$ cat src/timing_defines.vh
// constants for instruction cycle decode and state timing
`ifndef TIMING_DEFINES_VH
`define TIMING_DEFINES_VH
// access locations
`define LOC_ONCHIP_MEM   2'h0
`define LOC_ONCHIP_REG   2'h1
`define LOC_EXTERNAL     2'h2
// state costs per cycle type
`define COST_FETCH_MEM   8'h02
`define COST_WORD_REG    8'h06
`define COST_BYTE_REG    8'h03
`define COST_INTERNAL    8'h01
// cycle counts
`define CNT_BRANCH_FETCH 4'h2
`define CNT_MULDIV_INT   4'hC
`define CNT_STACKMOV_INT 4'h2
// cycle type index
`define CYC_FETCH        3'h0
`define CYC_BRANCH       3'h1
`define CYC_STACK        3'h2
`define CYC_BYTE         3'h3
`define CYC_WORD         3'h4
`define CYC_INTERNAL     3'h5
`endif

$ cat src/cycle_cost.v
// state cost of one cycle type at one access location
`timescale 1ns/1ps
`default_nettype none
`include "timing_defines.vh"
module cycle_cost
(
    // selection
    input  wire [2:0] cyc_type,
    input  wire [1:0] loc,
    input  wire [3:0] wait_states,
    // result
    output reg  [7:0] cost
);
    always @*
    begin
        cost = `COST_INTERNAL;
        if (cyc_type == `CYC_INTERNAL)
            cost = `COST_INTERNAL;
        else if (cyc_type == `CYC_BYTE)
        begin
            if (loc == `LOC_EXTERNAL)
                cost = `COST_BYTE_REG + {4'h0, wait_states};
            else
                cost = `COST_BYTE_REG;
        end
        else
        begin
            if (loc == `LOC_EXTERNAL)
                cost = `COST_WORD_REG + {3'h0, wait_states, 1'b0};
            else if (loc == `LOC_ONCHIP_MEM && cyc_type == `CYC_FETCH)
                cost = `COST_FETCH_MEM;
            else
                cost = `COST_WORD_REG;
        end
    end
endmodule // cycle_cost
`default_nettype wire

$ cat src/instruction_state_timing.v
// opcode decode into cycle counts and total execution states
`timescale 1ns/1ps
`default_nettype none
`include "timing_defines.vh"
module instruction_state_timing
(
    // clock and reset
    input  wire        mclk,
    input  wire        rst_n,
    // request
    input  wire        start,
    input  wire [15:0] opcode,
    input  wire [7:0]  gpr4_low_byte,
    input  wire [3:0]  wait_states,
    input  wire [1:0]  loc_fetch,
    input  wire [1:0]  loc_data,
    input  wire [1:0]  loc_stack,
    // answer
    output reg         done,
    output reg  [15:0] exec_states,
    output reg         unknown_op
);
    localparam ST_IDLE = 2'h0;
    localparam ST_SUM  = 2'h1;
    localparam ST_DONE = 2'h2;

    reg [1:0]  state_reg, state_next;
    reg [2:0]  idx_reg;
    reg [15:0] acc_reg;
    reg [9:0]  cnt_reg [0:5];
    reg [1:0]  loc_reg [0:5];
    reg [3:0]  ws_reg;
    reg        unk_reg;

    // block move needs ten bits: 2n+2 reaches 512
    reg [9:0] c_i, c_j, c_k, c_l, c_m, c_n;
    reg       unk;
    wire [7:0] hi = opcode[15:8];
    wire       b7 = opcode[7];
    wire [7:0] cost;
    // largest product is 512 x 18, well inside 16 bits
    wire [17:0] prod = cnt_reg[idx_reg] * cost;

    // default fetch count for one-word instructions
    always @*
    begin
        c_i = 10'h001;
        c_j = 10'h000;
        c_k = 10'h000;
        c_l = 10'h000;
        c_m = 10'h000;
        c_n = 10'h000;
        unk = 1'b0;
        case (hi[7:4])
        4'h4: c_i = {6'h00, `CNT_BRANCH_FETCH};
        4'h6, 4'h7:
        begin
            case (hi)
            8'h68: c_l = 10'h001;
            8'h69: c_m = 10'h001;
            8'h6C:
            begin
                c_l = 10'h001;
                c_n = {6'h00, `CNT_STACKMOV_INT};
            end
            // push/pop share this code
            8'h6D:
            begin
                c_m = 10'h001;
                c_n = {6'h00, `CNT_STACKMOV_INT};
            end
            8'h6E:
            begin
                c_i = 10'h002;
                c_l = 10'h001;
            end
            8'h6F:
            begin
                c_i = 10'h002;
                c_m = 10'h001;
            end
            // peripheral-sync forms fall in here as plain absolute moves
            8'h6A:
            begin
                c_i = b7 ? 10'h001 : 10'h002;
                c_l = 10'h001;
            end
            8'h6B:
            begin
                c_i = 10'h002;
                c_m = 10'h001;
            end
            8'h79: c_i = 10'h002;
            8'h7B:
            begin
                c_i = 10'h002;
                c_n = 10'h001;
                c_l = {1'b0, gpr4_low_byte, 1'b0} + 10'h002;
            end
            8'h7C, 8'h7E:
            begin
                c_i = 10'h002;
                c_l = 10'h001;
            end
            8'h7D, 8'h7F:
            begin
                c_i = 10'h002;
                c_l = 10'h002;
            end
            default: c_i = 10'h001;
            endcase
        end
        4'h5:
        begin
            case (hi)
            8'h50, 8'h51: c_n = {6'h00, `CNT_MULDIV_INT};
            8'h54:
            begin
                c_i = 10'h002;
                c_k = 10'h001;
                c_n = 10'h002;
            end
            8'h55:
            begin
                c_i = 10'h002;
                c_k = 10'h001;
            end
            8'h56:
            begin
                c_i = 10'h002;
                c_k = 10'h002;
                c_n = 10'h002;
            end
            8'h59: c_i = 10'h002;
            8'h5A:
            begin
                c_i = 10'h002;
                c_n = 10'h002;
            end
            8'h5B:
            begin
                c_i = 10'h002;
                c_j = 10'h001;
                c_n = 10'h002;
            end
            8'h5D:
            begin
                c_i = 10'h002;
                c_k = 10'h001;
            end
            8'h5E:
            begin
                c_i = 10'h002;
                c_k = 10'h001;
                c_n = 10'h002;
            end
            8'h5F:
            begin
                c_i = 10'h002;
                c_j = 10'h001;
                c_k = 10'h001;
            end
            default: unk = 1'b1;
            endcase
        end
        4'h2, 4'h3: c_l = 10'h001;
        default: c_i = 10'h001;
        endcase
    end

    cycle_cost u_cost
    (
        .cyc_type    (idx_reg),
        .loc         (loc_reg[idx_reg]),
        .wait_states (ws_reg),
        .cost        (cost)
    );

    always @*
    begin
        state_next = state_reg;
        case (state_reg)
        ST_IDLE: if (start) state_next = ST_SUM;
        ST_SUM:  if (idx_reg == `CYC_INTERNAL) state_next = ST_DONE;
        ST_DONE: state_next = ST_IDLE;
        default: state_next = ST_IDLE;
        endcase
    end

    always @(posedge mclk)
    begin
        if (!rst_n)
        begin
            state_reg <= ST_IDLE;
            idx_reg <= 3'h0;
            acc_reg <= 16'h0000;
            ws_reg <= 4'h0;
            unk_reg <= 1'b0;
            done <= 1'b0;
            exec_states <= 16'h0000;
            unknown_op <= 1'b0;
        end
        else
        begin
            state_reg <= state_next;
            done <= (state_reg == ST_DONE);
            if (state_reg == ST_IDLE && start)
            begin
                cnt_reg[0] <= c_i;
                cnt_reg[1] <= c_j;
                cnt_reg[2] <= c_k;
                cnt_reg[3] <= c_l;
                cnt_reg[4] <= c_m;
                cnt_reg[5] <= c_n;
                loc_reg[0] <= loc_fetch;
                loc_reg[1] <= loc_data;
                loc_reg[2] <= loc_stack;
                loc_reg[3] <= loc_data;
                loc_reg[4] <= loc_data;
                loc_reg[5] <= `LOC_ONCHIP_MEM;
                ws_reg <= wait_states;
                unk_reg <= unk;
                idx_reg <= 3'h0;
                acc_reg <= 16'h0000;
            end
            else if (state_reg == ST_SUM)
            begin
                acc_reg <= acc_reg + prod[15:0];
                // index parks on the last type so it never leaves the tables
                if (idx_reg != `CYC_INTERNAL)
                    idx_reg <= idx_reg + 3'h1;
            end
            else if (state_reg == ST_DONE)
            begin
                exec_states <= unk_reg ? 16'h0000 : acc_reg;
                unknown_op <= unk_reg;
            end
        end
    end
endmodule // instruction_state_timing
`default_nettype wire

$ cat config.mk
export PLATFORM = sky130hd
export DESIGN_NAME = instruction_state_timing
export DESIGN_NICKNAME = d
export VERILOG_FILES = /design/src/cycle_cost.v /design/src/instruction_state_timing.v
export VERILOG_INCLUDE_DIRS = /design/src
export SDC_FILE = /design/constraint.sdc
export NUM_CORES = 1
export LEC_CHECK = 0
export ABC_AREA = 1
export BUFFER_PORTS_ARGS = -buffer_cell sky130_fd_sc_hd__buf_2
export CAP_MARGIN = 40
export CORE_AREA = 2 2 102 104
export CTS_CLUSTER_DIAMETER = 150
export DETAILED_ROUTE_END_ITERATION = 10
export DIE_AREA = 0 0 104 106
export GPL_TIMING_DRIVEN = 1
export PLACE_DENSITY_LB_ADDON = 0.1
export SYNTH_ARGS = -nofsm -noshare
export SYNTH_HDL_FRONTEND = slang
export SYNTH_HIERARCHICAL = 1
export SYNTH_SLANG_ARGS = --single-unit
$ cat constraint.sdc
create_clock -name mclk -period 12.6 [get_ports mclk]
set_input_delay 1.26 -clock mclk [delete_from_list [all_inputs] [get_ports mclk]]
set_output_delay 1.26 -clock mclk [all_outputs]
set_load 0.03 [all_outputs]
; ---- Word level (Yosys, flattened, before mapping)
; Memory sizes are Yosys's and may differ from the RTL's. A register that Yosys moved wholly into a read port is not among the register bits.
; Index checks and enable logic that the tools add are counted.
; Widths: inputs -> output; s select.
[word_totals]
n_memories = 2
ramBits = 72
reg_bits = 44
out_inout_bits = 18
[mem_list]
columns = memory, depth, word_bits, rd, rd_clocked_by_memory_dff, write_ports, line
row1 = cnt_reg, 6, 10, 1, 1, 6, instruction_state_timing.v:30  ; reg [9:0] cnt_reg [0:5];
row2 = loc_reg, 6, 2, 1, 1, 6, instruction_state_timing.v:31  ; reg [1:0] loc_reg [0:5];
[classes]
n_mux = 33
n_reduce_logical = 22
eq_ne = 39
mul = 1
bitwise = 3
n_addsub = 5
[op_table]
columns = op, count
row1 = $eq 8x7->1 const B, 25
row2 = $mux 8, 4
row3 = $pmux 10 s3, 1
row4 = $pmux 10 s2, 1
row5 = $reduce_or 9->1, 2
row6 = $add 16x16->16, 1
row7 = $eq 4x3->1 const B, 4
row8 = $mul 10x8->16, 1
row9 = $mux 16, 1
row10 = $pmux 2 s2, 4
row11 = $pmux 4 s2, 2
row12 = $mux 3, 5
row13 = $reduce_or 2->1, 7
row14 = $reduce_or 11->1, 1
row15 = $add 9x2->10 const B, 1
row16 = $mux 2, 5
row17 = $reduce_or 5->1, 2
row18 = $mux 1, 9
row19 = $eq 4x2->1 const B, 2
row20 = $add 3x5->6 const A, 1
row21 = $pmux 2 s3, 1
row22 = $reduce_or 6->1, 1
row23 = $add 2x4->5 const A, 1
row24 = $eq 2x2->1 const B, 2
row25 = 13 further kinds, 19

; ---- Logic depth before layout (Yosys ltp)
; Gate-level depths: netlist (run 1).
[depth]
ltp_word = 8
ltp_mapped = 33
depth_no_buf = 32

; ---- Modules after synthesis
; Netlist (run 1), hierarchy kept.
[modules_own_cells]
columns = mod, seq_area_each_um2, area_each_um2, cells_per_inst, instances
row1 = instruction_state_timing, 1691.6, 5967.0, 773, 1
row2 = cycle_cost, 0.0, 242.7, 48, 1

; ---- Worst setup path before layout (run 1)
; Ideal clock, no wire load.
[synth_path]
path_kind = reg2reg
startpoint = reg (tool-made name)
endpoint = reg acc_reg[13]
required_ps = 12491
t_arrival_ps = 4771
path_slack_ps = 7720
stages_incl_launch_ff = 29
synth_period_minus_slack_ps = 4880
cell_sequence = dfxtp_1 > buf_4 > nor2_1 > o21ai_0 > o21ai_0 > inv_2 > nand2_2 > nor2_2 > o22ai_1 > buf_1 > nand2_1 > fa_1 > inv_1 > fa_1 > inv_1 > fa_1 > fa_1 > inv_1 > ha_1 > a21oi_1 > o21ai_2 > nand2_1 > nand2_1 > nand2_1 > nand2_1 > nand2_1 > nand3_1 > nand2_1 > inv_1
[synth_rtl]
columns = element, line
row1 = "end signal, assigned", instruction_state_timing.v:228  ; acc_reg <= acc_reg + prod[15:0];
row2 = "end, declared", instruction_state_timing.v:29  ; reg [15:0] acc_reg;

==> flow_metrics.env, run 1 <==
export IMPL_status="complete, no violations"
export IMPL_layout_commonest_cell="nand2_1"
export IMPL_drt_pass1_iter_count=5
export IMPL_hold_class="reg -> reg"
export IMPL_syn_to_final_growth_pct=9.23
export IMPL_wl_mm=14.0
export IMPL_multi_input_area_sq_um=3740
export IMPL_synth_simple_area_share_pct=24.6
export IMPL_synth_top_family_by_area="adder cells"
export IMPL_p_per_area_nw_per_um2=83.8
export IMPL_slew_headroom_pct=42.2
export IMPL_synth_seq_cells=72
export IMPL_synthTopCellsByArea="fa_1 20%, dfxtp_1 15%, edfxtp_1 12%, nand2_1 11%, inv_1 11%"
export IMPL_nFillCells=903
export IMPL_design_area_sq_um=6780
export IMPL_yosysWarnings=6
export IMPL_syn_inst=821
export IMPL_max_stage_delay_ns=0.67
export IMPL_clkLatencyLatePin_ns=0.36
export IMPL_clk_pin_slew_ns=0.08
export IMPL_path_max_fanout=10
export IMPL_end_kind="flop"
export IMPL_crit_required_ns=12.87
export IMPL_drv_cap=0
export IMPL_largest_reg_flops=19
export IMPL_gp_congestion=0.899
export IMPL_fin_crit_ns=5.95
export IMPL_finalCritPeriodShare_pct=47.2
export IMPL_start_kind="flop"
export IMPL_antenna_found_initial=0
export IMPL_grt_start_max_net_pins=26
export IMPL_hold_violations=0
export IMPL_antenna_cells=0
export IMPL_peakVddDrop_uv=65.7
export IMPL_overflow=0
export IMPL_yosysTopAreaCell="fa_1"
export IMPL_path_class="reg -> reg"
export IMPL_place_hpwl_mm=11.5
export IMPL_whs_ns=0.464
export IMPL_drive_gt1_share_pct=11.9
export IMPL_drt_initial_drc_count=242
export IMPL_cts_buffer_depth=2
export IMPL_vias=5266
export IMPL_ff2ff_path_depth=26
export IMPL_synthesis_area_sq_um=6210
export IMPL_synth_cell_types=45
export IMPL_die_area_sq_um=11000
export IMPL_final_cell_mix="180 x nand2_1, 176 x inv_1, 106 x nor2_1"
export IMPL_die_h_um=106
export IMPL_placed_area_sq_um=6560
export IMPL_clock_skew_ns=0.0162
export IMPL_synthXorXnorAreaFrac_pct=0.705
export IMPL_die_w_um=104
export IMPL_initial_core_util_pct=62.1
export IMPL_synth_top_cell_area_share_pct=20.0
export IMPL_fin_tns_setup_ns=0
export IMPL_cts_setup_buffers=0
export IMPL_rsz0062_at_grt="no"
export IMPL_cts_resized=0
export IMPL_min_delay_path_depth=2
export IMPL_cp_common_cell="nand2_1"
export IMPL_synth_edff_count=25
export IMPL_avgSynthCellArea_sq_um=7.56
export IMPL_leakage_uw=0.00349
export IMPL_ant_nets=0
export IMPL_cts_sinks=72
export IMPL_htree_levels=3
export IMPL_gr_usage_all_layers_pct=27.2
export IMPL_grt_pass1_wl_mm=23.7
export IMPL_port_buffers=47
export IMPL_arrival_ns=6.22
export IMPL_num_rows=37
export IMPL_yosysSeqAreaShare_pct=27.2
export IMPL_ctsHoldBuffers=0
export IMPL_muxShareOfSynthArea_pct=0
export IMPL_synth_compound_area_share_pct=7.96
export IMPL_viasPerCell=5.21
export IMPL_core_region_area_sq_um=10000
export IMPL_postSynth_asyncResetShare_pct=0
export IMPL_yosys_most_used_dff="dfxtp_1"
export IMPL_cts_made_buffers=9
export IMPL_grt_pass1_vias=5233
export IMPL_fmax_ghz=0.168
export IMPL_crit_slowest_cell="o22ai_1"
export IMPL_ctsRootBufferMaster="clkbuf_8"
export IMPL_cts_tree="done"
export IMPL_drv_slew=0
export IMPL_seqCellArea_sq_um=1690
export IMPL_synthAdderAreaFrac_pct=26.8
export IMPL_nNetsFinal=1002
export IMPL_tightest_slew_ns=0.866
export IMPL_drc=0
export IMPL_wl_per_cell_um=13.8
export IMPL_pin_count=55
export IMPL_setup_viol=0
routing by layer:
metal  share of wire [%]  track usage, %  up-vias
li1                    -               -     2591
met5                   0               0        -
met3                 4.6            4.54       22
met1                  41            31.3     2499
met2                  52            50.4      154
met4                 2.9            10.7        0
report_power, final:
part	leakage (uW)	internal [uW]	switching (uW)
logic	0.00278	36.0	70.4
clock network	0.000113	113	93.2
registers	0.000601	249	7.08
final timing paths:
kind                           startpoint                           end  slack [ns]
max                                  flop      acc_reg[13]$_SDFFE_PP0N_        6.65
min          exec_states[13]$_SDFFE_PN0P_  exec_states[13]$_SDFFE_PN0P_        0.46
max reg2reg                          flop      acc_reg[13]$_SDFFE_PP0N_        6.65
min reg2reg  exec_states[13]$_SDFFE_PN0P_  exec_states[13]$_SDFFE_PN0P_        0.46
final cells by class:
cell class / instances / area share [%]
inverter: 188 / 10.4
timing repair buffer: 50 / 3.76
clock buffer: 10 / 1.88
sequential: 72 / 24.9
multi-input combinational: 548 / 55.2
tap: 136 / 2.51
clock inverter: 6 / 1.35
metrics by stage:
| step | std cells | worst slack (ns) | total power [uW] | utilization (%) |
|---|---|---|---|---|
| finish | 1010 | 6.65 | 569 | 67.8 |
| global route | 1010 | 6.25 | 600 | 67.8 |
| global placement | 993 | 6.64 | 362 | 65.6 |
| CTS | 1010 | 6.66 | 572 | 67.8 |
| floorplan | 822 | 7.72 | 337 | - |
| detailed placement | 994 | 6.68 | 367 | 65.6 |
kinds of logic (layout without fill, tap and decap cells):
group / after synthesis / in the layout
buf+inv: 202 / 254
other cells: 1 / 2
simple gates: 358 / 358
fa+ha+maj: 96 / 96
xor+xnor: 5 / 5
flops: 72 / 72
compound gates: 87 / 87
critical path: cells and delay by family (launching register included):
family | cells | cell delay [ns]
AND/OR/NAND/NOR | 11 | 1.21
adder cells (fa/ha/maj) | 5 | 2.39
flip-flops | 1 | 0.44
buffers and inverters | 5 | 0.24
AO/OA/AOI/OAI | 5 | 1.56
synthesized netlist by cell type (6+ instances only):
library cell,count
a21oi_1,41
buf_4,6
dfxtp_1,47
edfxtp_1,25
fa_1,62
ha_1,34
inv_1,176
inv_2,12
nand2_1,180
nand2_2,6
nand3_1,32
nor2_1,107
nor2_2,6
nor3_1,9
o21ai_0,23
Power figures use the tool's default switching activity.
==> run 2, diff against run 1 <==
CORE_AREA = 2 2 104 106   (was 2 2 102 104)
DIE_AREA = 0 0 106 108   (was 0 0 104 106)
clock period = 6 ns   (was 12.6 ns; I/O delays follow)
==> flow_metrics.env, run 2 (same netlist as run 1, synthesis figures left out) <==
export IMPL_ant_nets=0
export IMPL_leakage_uw=0.00349
export IMPL_port_buffers=47
export IMPL_drt_pass1_iter_count=5
export IMPL_antenna_found_initial=0
export IMPL_cts_made_buffers=9
export IMPL_ctsHoldBuffers=0
export IMPL_drive_gt1_share_pct=12.0
export IMPL_fmax_ghz=0.187
export IMPL_gp_congestion=0.976
export IMPL_status="complete, no violations"
export IMPL_wl_per_cell_um=13.6
export IMPL_drc=0
export IMPL_grt_pass1_vias=5102
export IMPL_clkLatencyLatePin_ns=0.37
export IMPL_fin_tns_setup_ns=0
export IMPL_num_rows=37
export IMPL_end_kind="flop"
export IMPL_gr_usage_all_layers_pct=26.4
export IMPL_post_route_util_pct=66.2
export IMPL_die_h_um=108
export IMPL_placed_cells=995
export IMPL_cts_tree="done"
export IMPL_layout_commonest_cell="nand2_1"
export IMPL_clk_pin_slew_ns=0.09
export IMPL_cts_buffer_depth=2
export IMPL_crit_required_ns=6.28
export IMPL_ctsRootBufferMaster="clkbuf_8"
export IMPL_drv_cap=0
export IMPL_hold_class="in -> reg"
export IMPL_layout_cells_non_filler=1010
export IMPL_p_per_area_nw_per_um2=170
export IMPL_slew_headroom_pct=53.5
export IMPL_crit_slowest_cell="dfxtp_1"
export IMPL_grt_start_max_net_pins=23
export IMPL_path_max_fanout=9
export IMPL_overflow=0
export IMPL_start_kind="flop"
export IMPL_setup_viol=0
export IMPL_cts_setup_buffers=0
export IMPL_max_stage_delay_ns=0.55
export IMPL_largest_reg_flops=19
export IMPL_wl_mm=13.7
export IMPL_clock_skew_ns=0.0169
export IMPL_cts_sinks=72
export IMPL_place_hpwl_mm=11.2
export IMPL_tightest_slew_ns=0.697
export IMPL_drv_slew=0
export IMPL_core_region_area_sq_um=10200
export IMPL_htree_levels=3
export IMPL_nNetsFinal=1003
export IMPL_path_class="reg -> reg"
export IMPL_grt_pass1_wl_mm=23.3
export IMPL_rsz0062_at_grt="no"
export IMPL_cp_common_cell="nand2_1"
export IMPL_viasPerCell=5.09
export IMPL_final_cell_mix="180 x nand2_1, 176 x inv_1, 106 x nor2_1"
export IMPL_die_w_um=106
export IMPL_cts_resized=0
export IMPL_finalCritPeriodShare_pct=89.0
export IMPL_initial_core_util_pct=60.7
export IMPL_peakVddDrop_uv=156
export IMPL_drt_initial_drc_count=250
export IMPL_antenna_cells=0
export IMPL_die_area_sq_um=11400
export IMPL_fin_crit_ns=5.34
export IMPL_pin_count=55
export IMPL_arrival_ns=5.62
export IMPL_syn_to_final_growth_pct=9.03
export IMPL_vias=5141
export IMPL_hold_violations=0
-- run 2: changes by cell type in the layout (fill, tap and decap cells not counted), sizes merged --
cell    previous run  this run
bufinv             2         0
clkbuf            10        12
buf               50        51
clkinv             2         1
-- run 2: final timing paths --
check | start | cells after the start | slack, ns | to
setup reg to reg | flop | 26 | 0.66 | acc_reg[15]$_SDFFE_PP0N_
setup / recovery | flop | 26 | 0.66 | acc_reg[15]$_SDFFE_PP0N_
hold / removal | loc_fetch[0] | 1 | 0.40 | loc_reg[0][0]$_DFFE_PP_
hold reg to reg | acc_reg[6]$_SDFFE_PP0N_ | 2 | 0.46 | exec_states[6]$_SDFFE_PN0P_
-- run 2: metal layers --
metal	routed length, um	up-vias	part of all wire, %	GRT usage [%]
met2	6850	119	50	46.5
met3	517	26	3.8	4.58
met1	5810	2401	42	31.7
li1	-	2595	-	-
met5	0	-	0	0
met4	520	0	3.8	12.1
-- run 2: critical path, delay by kind of cell (launching register included) --
family / cells / cell delay, ns
AO/OA/AOI/OAI: 2 / 0.42
flip-flops: 1 / 0.55
AND/OR/NAND/NOR: 13 / 1.53
adder cells (fa/ha/maj): 5 / 2.34
buffers and inverters: 6 / 0.40
-- run 2: final cells by class --
type                       count  area [sq um]
tap                          136           170
clock inverter                 3          20.0
timing repair buffer          51           265
fill                         939          3460
sequential                    72          1690
inverter                     188           706
clock buffer                  12           176
multi-input combinational    548          3740
-- run 2: report_power, final --
part | switching, uW | total (uW) | internal (uW)
clock network | 193 | 390 | 197
logic | 147 | 224 | 77.1
registers | 14.7 | 537 | 523
total | 355 | 1150 | 796
-- run 2: metrics by stage --
step	setup WS (ns)	hold slack, ns	instance area (sq um)	power (uW)
floorplan	1.12	0.439	6210	708
global placement	0.747	0.450	6570	760
detailed placement	0.642	0.454	6570	770
CTS	0.637	0.382	6770	1160
global route	0.124	0.386	6770	1220
finish	0.657	0.404	6770	1150
==> run 3, diff against run 2 <==
CORE_AREA = 2 2 102 104   (was 2 2 104 106)
DIE_AREA = 0 0 104 106   (was 0 0 106 108)
clock period = 6.5 ns   (was 6 ns; I/O delays follow)
==> flow_metrics.env, run 3 (same netlist as run 1, synthesis figures left out) <==
export IMPL_cts_buffer_depth=2
export IMPL_die_area_sq_um=11000
export IMPL_crit_required_ns=6.75
export IMPL_fmax_ghz=0.179
export IMPL_fin_tns_setup_ns=0
export IMPL_initial_core_util_pct=62.1
export IMPL_arrival_ns=5.82
export IMPL_final_cell_mix="180 x nand2_1, 176 x inv_1, 106 x nor2_1"
export IMPL_clkPwrFrac_pct=37.5
export IMPL_drv_slew=0
export IMPL_finalCritPeriodShare_pct=85.8
export IMPL_drt_initial_drc_count=330
export IMPL_max_stage_delay_ns=0.54
export IMPL_tightest_slew_ns=0.664
export IMPL_ctsRootBufferMaster="clkbuf_8"
export IMPL_htree_levels=3
export IMPL_wl_mm=14.3
export IMPL_crit_slowest_cell="fa_1"
export IMPL_nNetsFinal=1003
export IMPL_leakage_uw=0.00350
export IMPL_overflow=0
export IMPL_antenna_cells=0
export IMPL_vias=5316
export IMPL_swShare_pct=30.3
export IMPL_path_max_fanout=8
export IMPL_status="complete, no violations"
export IMPL_nFillCells=877
export IMPL_syn_to_final_growth_pct=9.53
export IMPL_combinationalPowerShare_pct=18.5
export IMPL_setup_viol=0
export IMPL_drc=0
export IMPL_drv_cap=0
export IMPL_cts_resized=0
export IMPL_clkLatencyLatePin_ns=0.34
export IMPL_pin_count=55
export IMPL_layout_commonest_cell="nand2_1"
export IMPL_largest_reg_flops=19
export IMPL_die_h_um=106
export IMPL_p_sw_uw=341
export IMPL_min_delay_path_depth=2
export IMPL_cts_made_buffers=9
export IMPL_clock_skew_ns=0.00946
export IMPL_gp_congestion=0.925
export IMPL_ant_nets=0
export IMPL_drt_pass1_iter_count=6
export IMPL_seqPwrFrac_pct=44.0
export IMPL_rsz0062_at_grt="no"
export IMPL_ctsHoldBuffers=0
export IMPL_end_kind="flop"
export IMPL_hold_class="reg -> reg"
export IMPL_cts_tree="done"
export IMPL_peakVddDrop_uv=109
export IMPL_ff2ff_path_depth=29
export IMPL_path_class="reg -> reg"
export IMPL_viasPerCell=5.26
export IMPL_gr_usage_all_layers_pct=28.0
export IMPL_grt_pass1_wl_mm=24.8
export IMPL_drive_gt1_share_pct=12.0
export IMPL_antenna_found_initial=0
export IMPL_num_rows=37
export IMPL_placed_area_sq_um=6570
export IMPL_core_region_area_sq_um=10000
export IMPL_port_buffers=47
export IMPL_wl_per_cell_um=14.2
export IMPL_hold_violations=0
export IMPL_clk_pin_slew_ns=0.09
export IMPL_post_route_util_pct=68.0
export IMPL_die_w_um=104
export IMPL_cts_setup_buffers=0
export IMPL_start_kind="flop"
export IMPL_cts_sinks=72
export IMPL_p_int_uw=785
export IMPL_p_per_area_nw_per_um2=166
export IMPL_grt_pass1_vias=5601
export IMPL_grt_start_max_net_pins=26
export IMPL_slew_headroom_pct=55.7
export IMPL_place_hpwl_mm=11.5
export IMPL_fin_crit_ns=5.57
export IMPL_power_uw=1130
export IMPL_design_area_sq_um=6800
[run 3: final cells by class]
cell class	count	area, sq um	area share, %
repair buffers	51	265	3.90
flip-flops and latches	72	1690	24.9
multi-input cells	548	3740	55.0
clock buffers	11	141	2.08
inverters	188	706	10.4
clock inverters	5	86.3	1.27
well taps	136	170	2.50
[run 3: per-layer routing]
| layer | share of wire, % | up-vias | track usage (%) |
|---|---|---|---|
| li1 | - | 2593 | - |
| met1 | 39 | 2468 | 31.7 |
| met2 | 51 | 211 | 51.3 |
| met3 | 6.0 | 44 | 4.84 |
| met4 | 3.4 | 0 | 13.1 |
| met5 | 0 | - | 0 |
[run 3: worst paths after layout]
check,startpoint,endpoint,slack [ns]
max,flop,acc_reg[15]$_SDFFE_PP0N_,0.93
max reg2reg,flop,acc_reg[15]$_SDFFE_PP0N_,0.93
min reg2reg,exec_states[7]$_SDFFE_PN0P_,exec_states[7]$_SDFFE_PN0P_,0.46
min,exec_states[7]$_SDFFE_PN0P_,exec_states[7]$_SDFFE_PN0P_,0.46
[run 3: per-stage QoR]
step	instances	setup WS [ns]	hold slack, ns
3_3_place_gp	995	1.10	0.450
4_1_cts	1011	0.972	0.468
3_5_place_dp	995	0.980	0.455
2_1_floorplan	822	1.62	0.439
6_report	1011	0.926	0.465
5_1_grt	1011	0.411	0.470
[run 3: critical path, delay by kind of cell (launching register included)]
kind,cells,cell delay (ns)
adder cells (fa/ha/maj),5,2.38
AND/OR/NAND/NOR,15,1.74
AO/OA/AOI/OAI,2,0.48
buffers and inverters,7,0.48
flip-flops,1,0.41
[run 3: power groups by stage]
stage / combinational, uW / clock, uW / sequential (uW)
CTS: 206 / 428 / 496
detailed placement: 204 / 0 / 506
global placement: 195 / 0 / 506
floorplan: 154 / 0 / 500
global route: 243 / 449 / 498
finish: 208 / 422 / 496
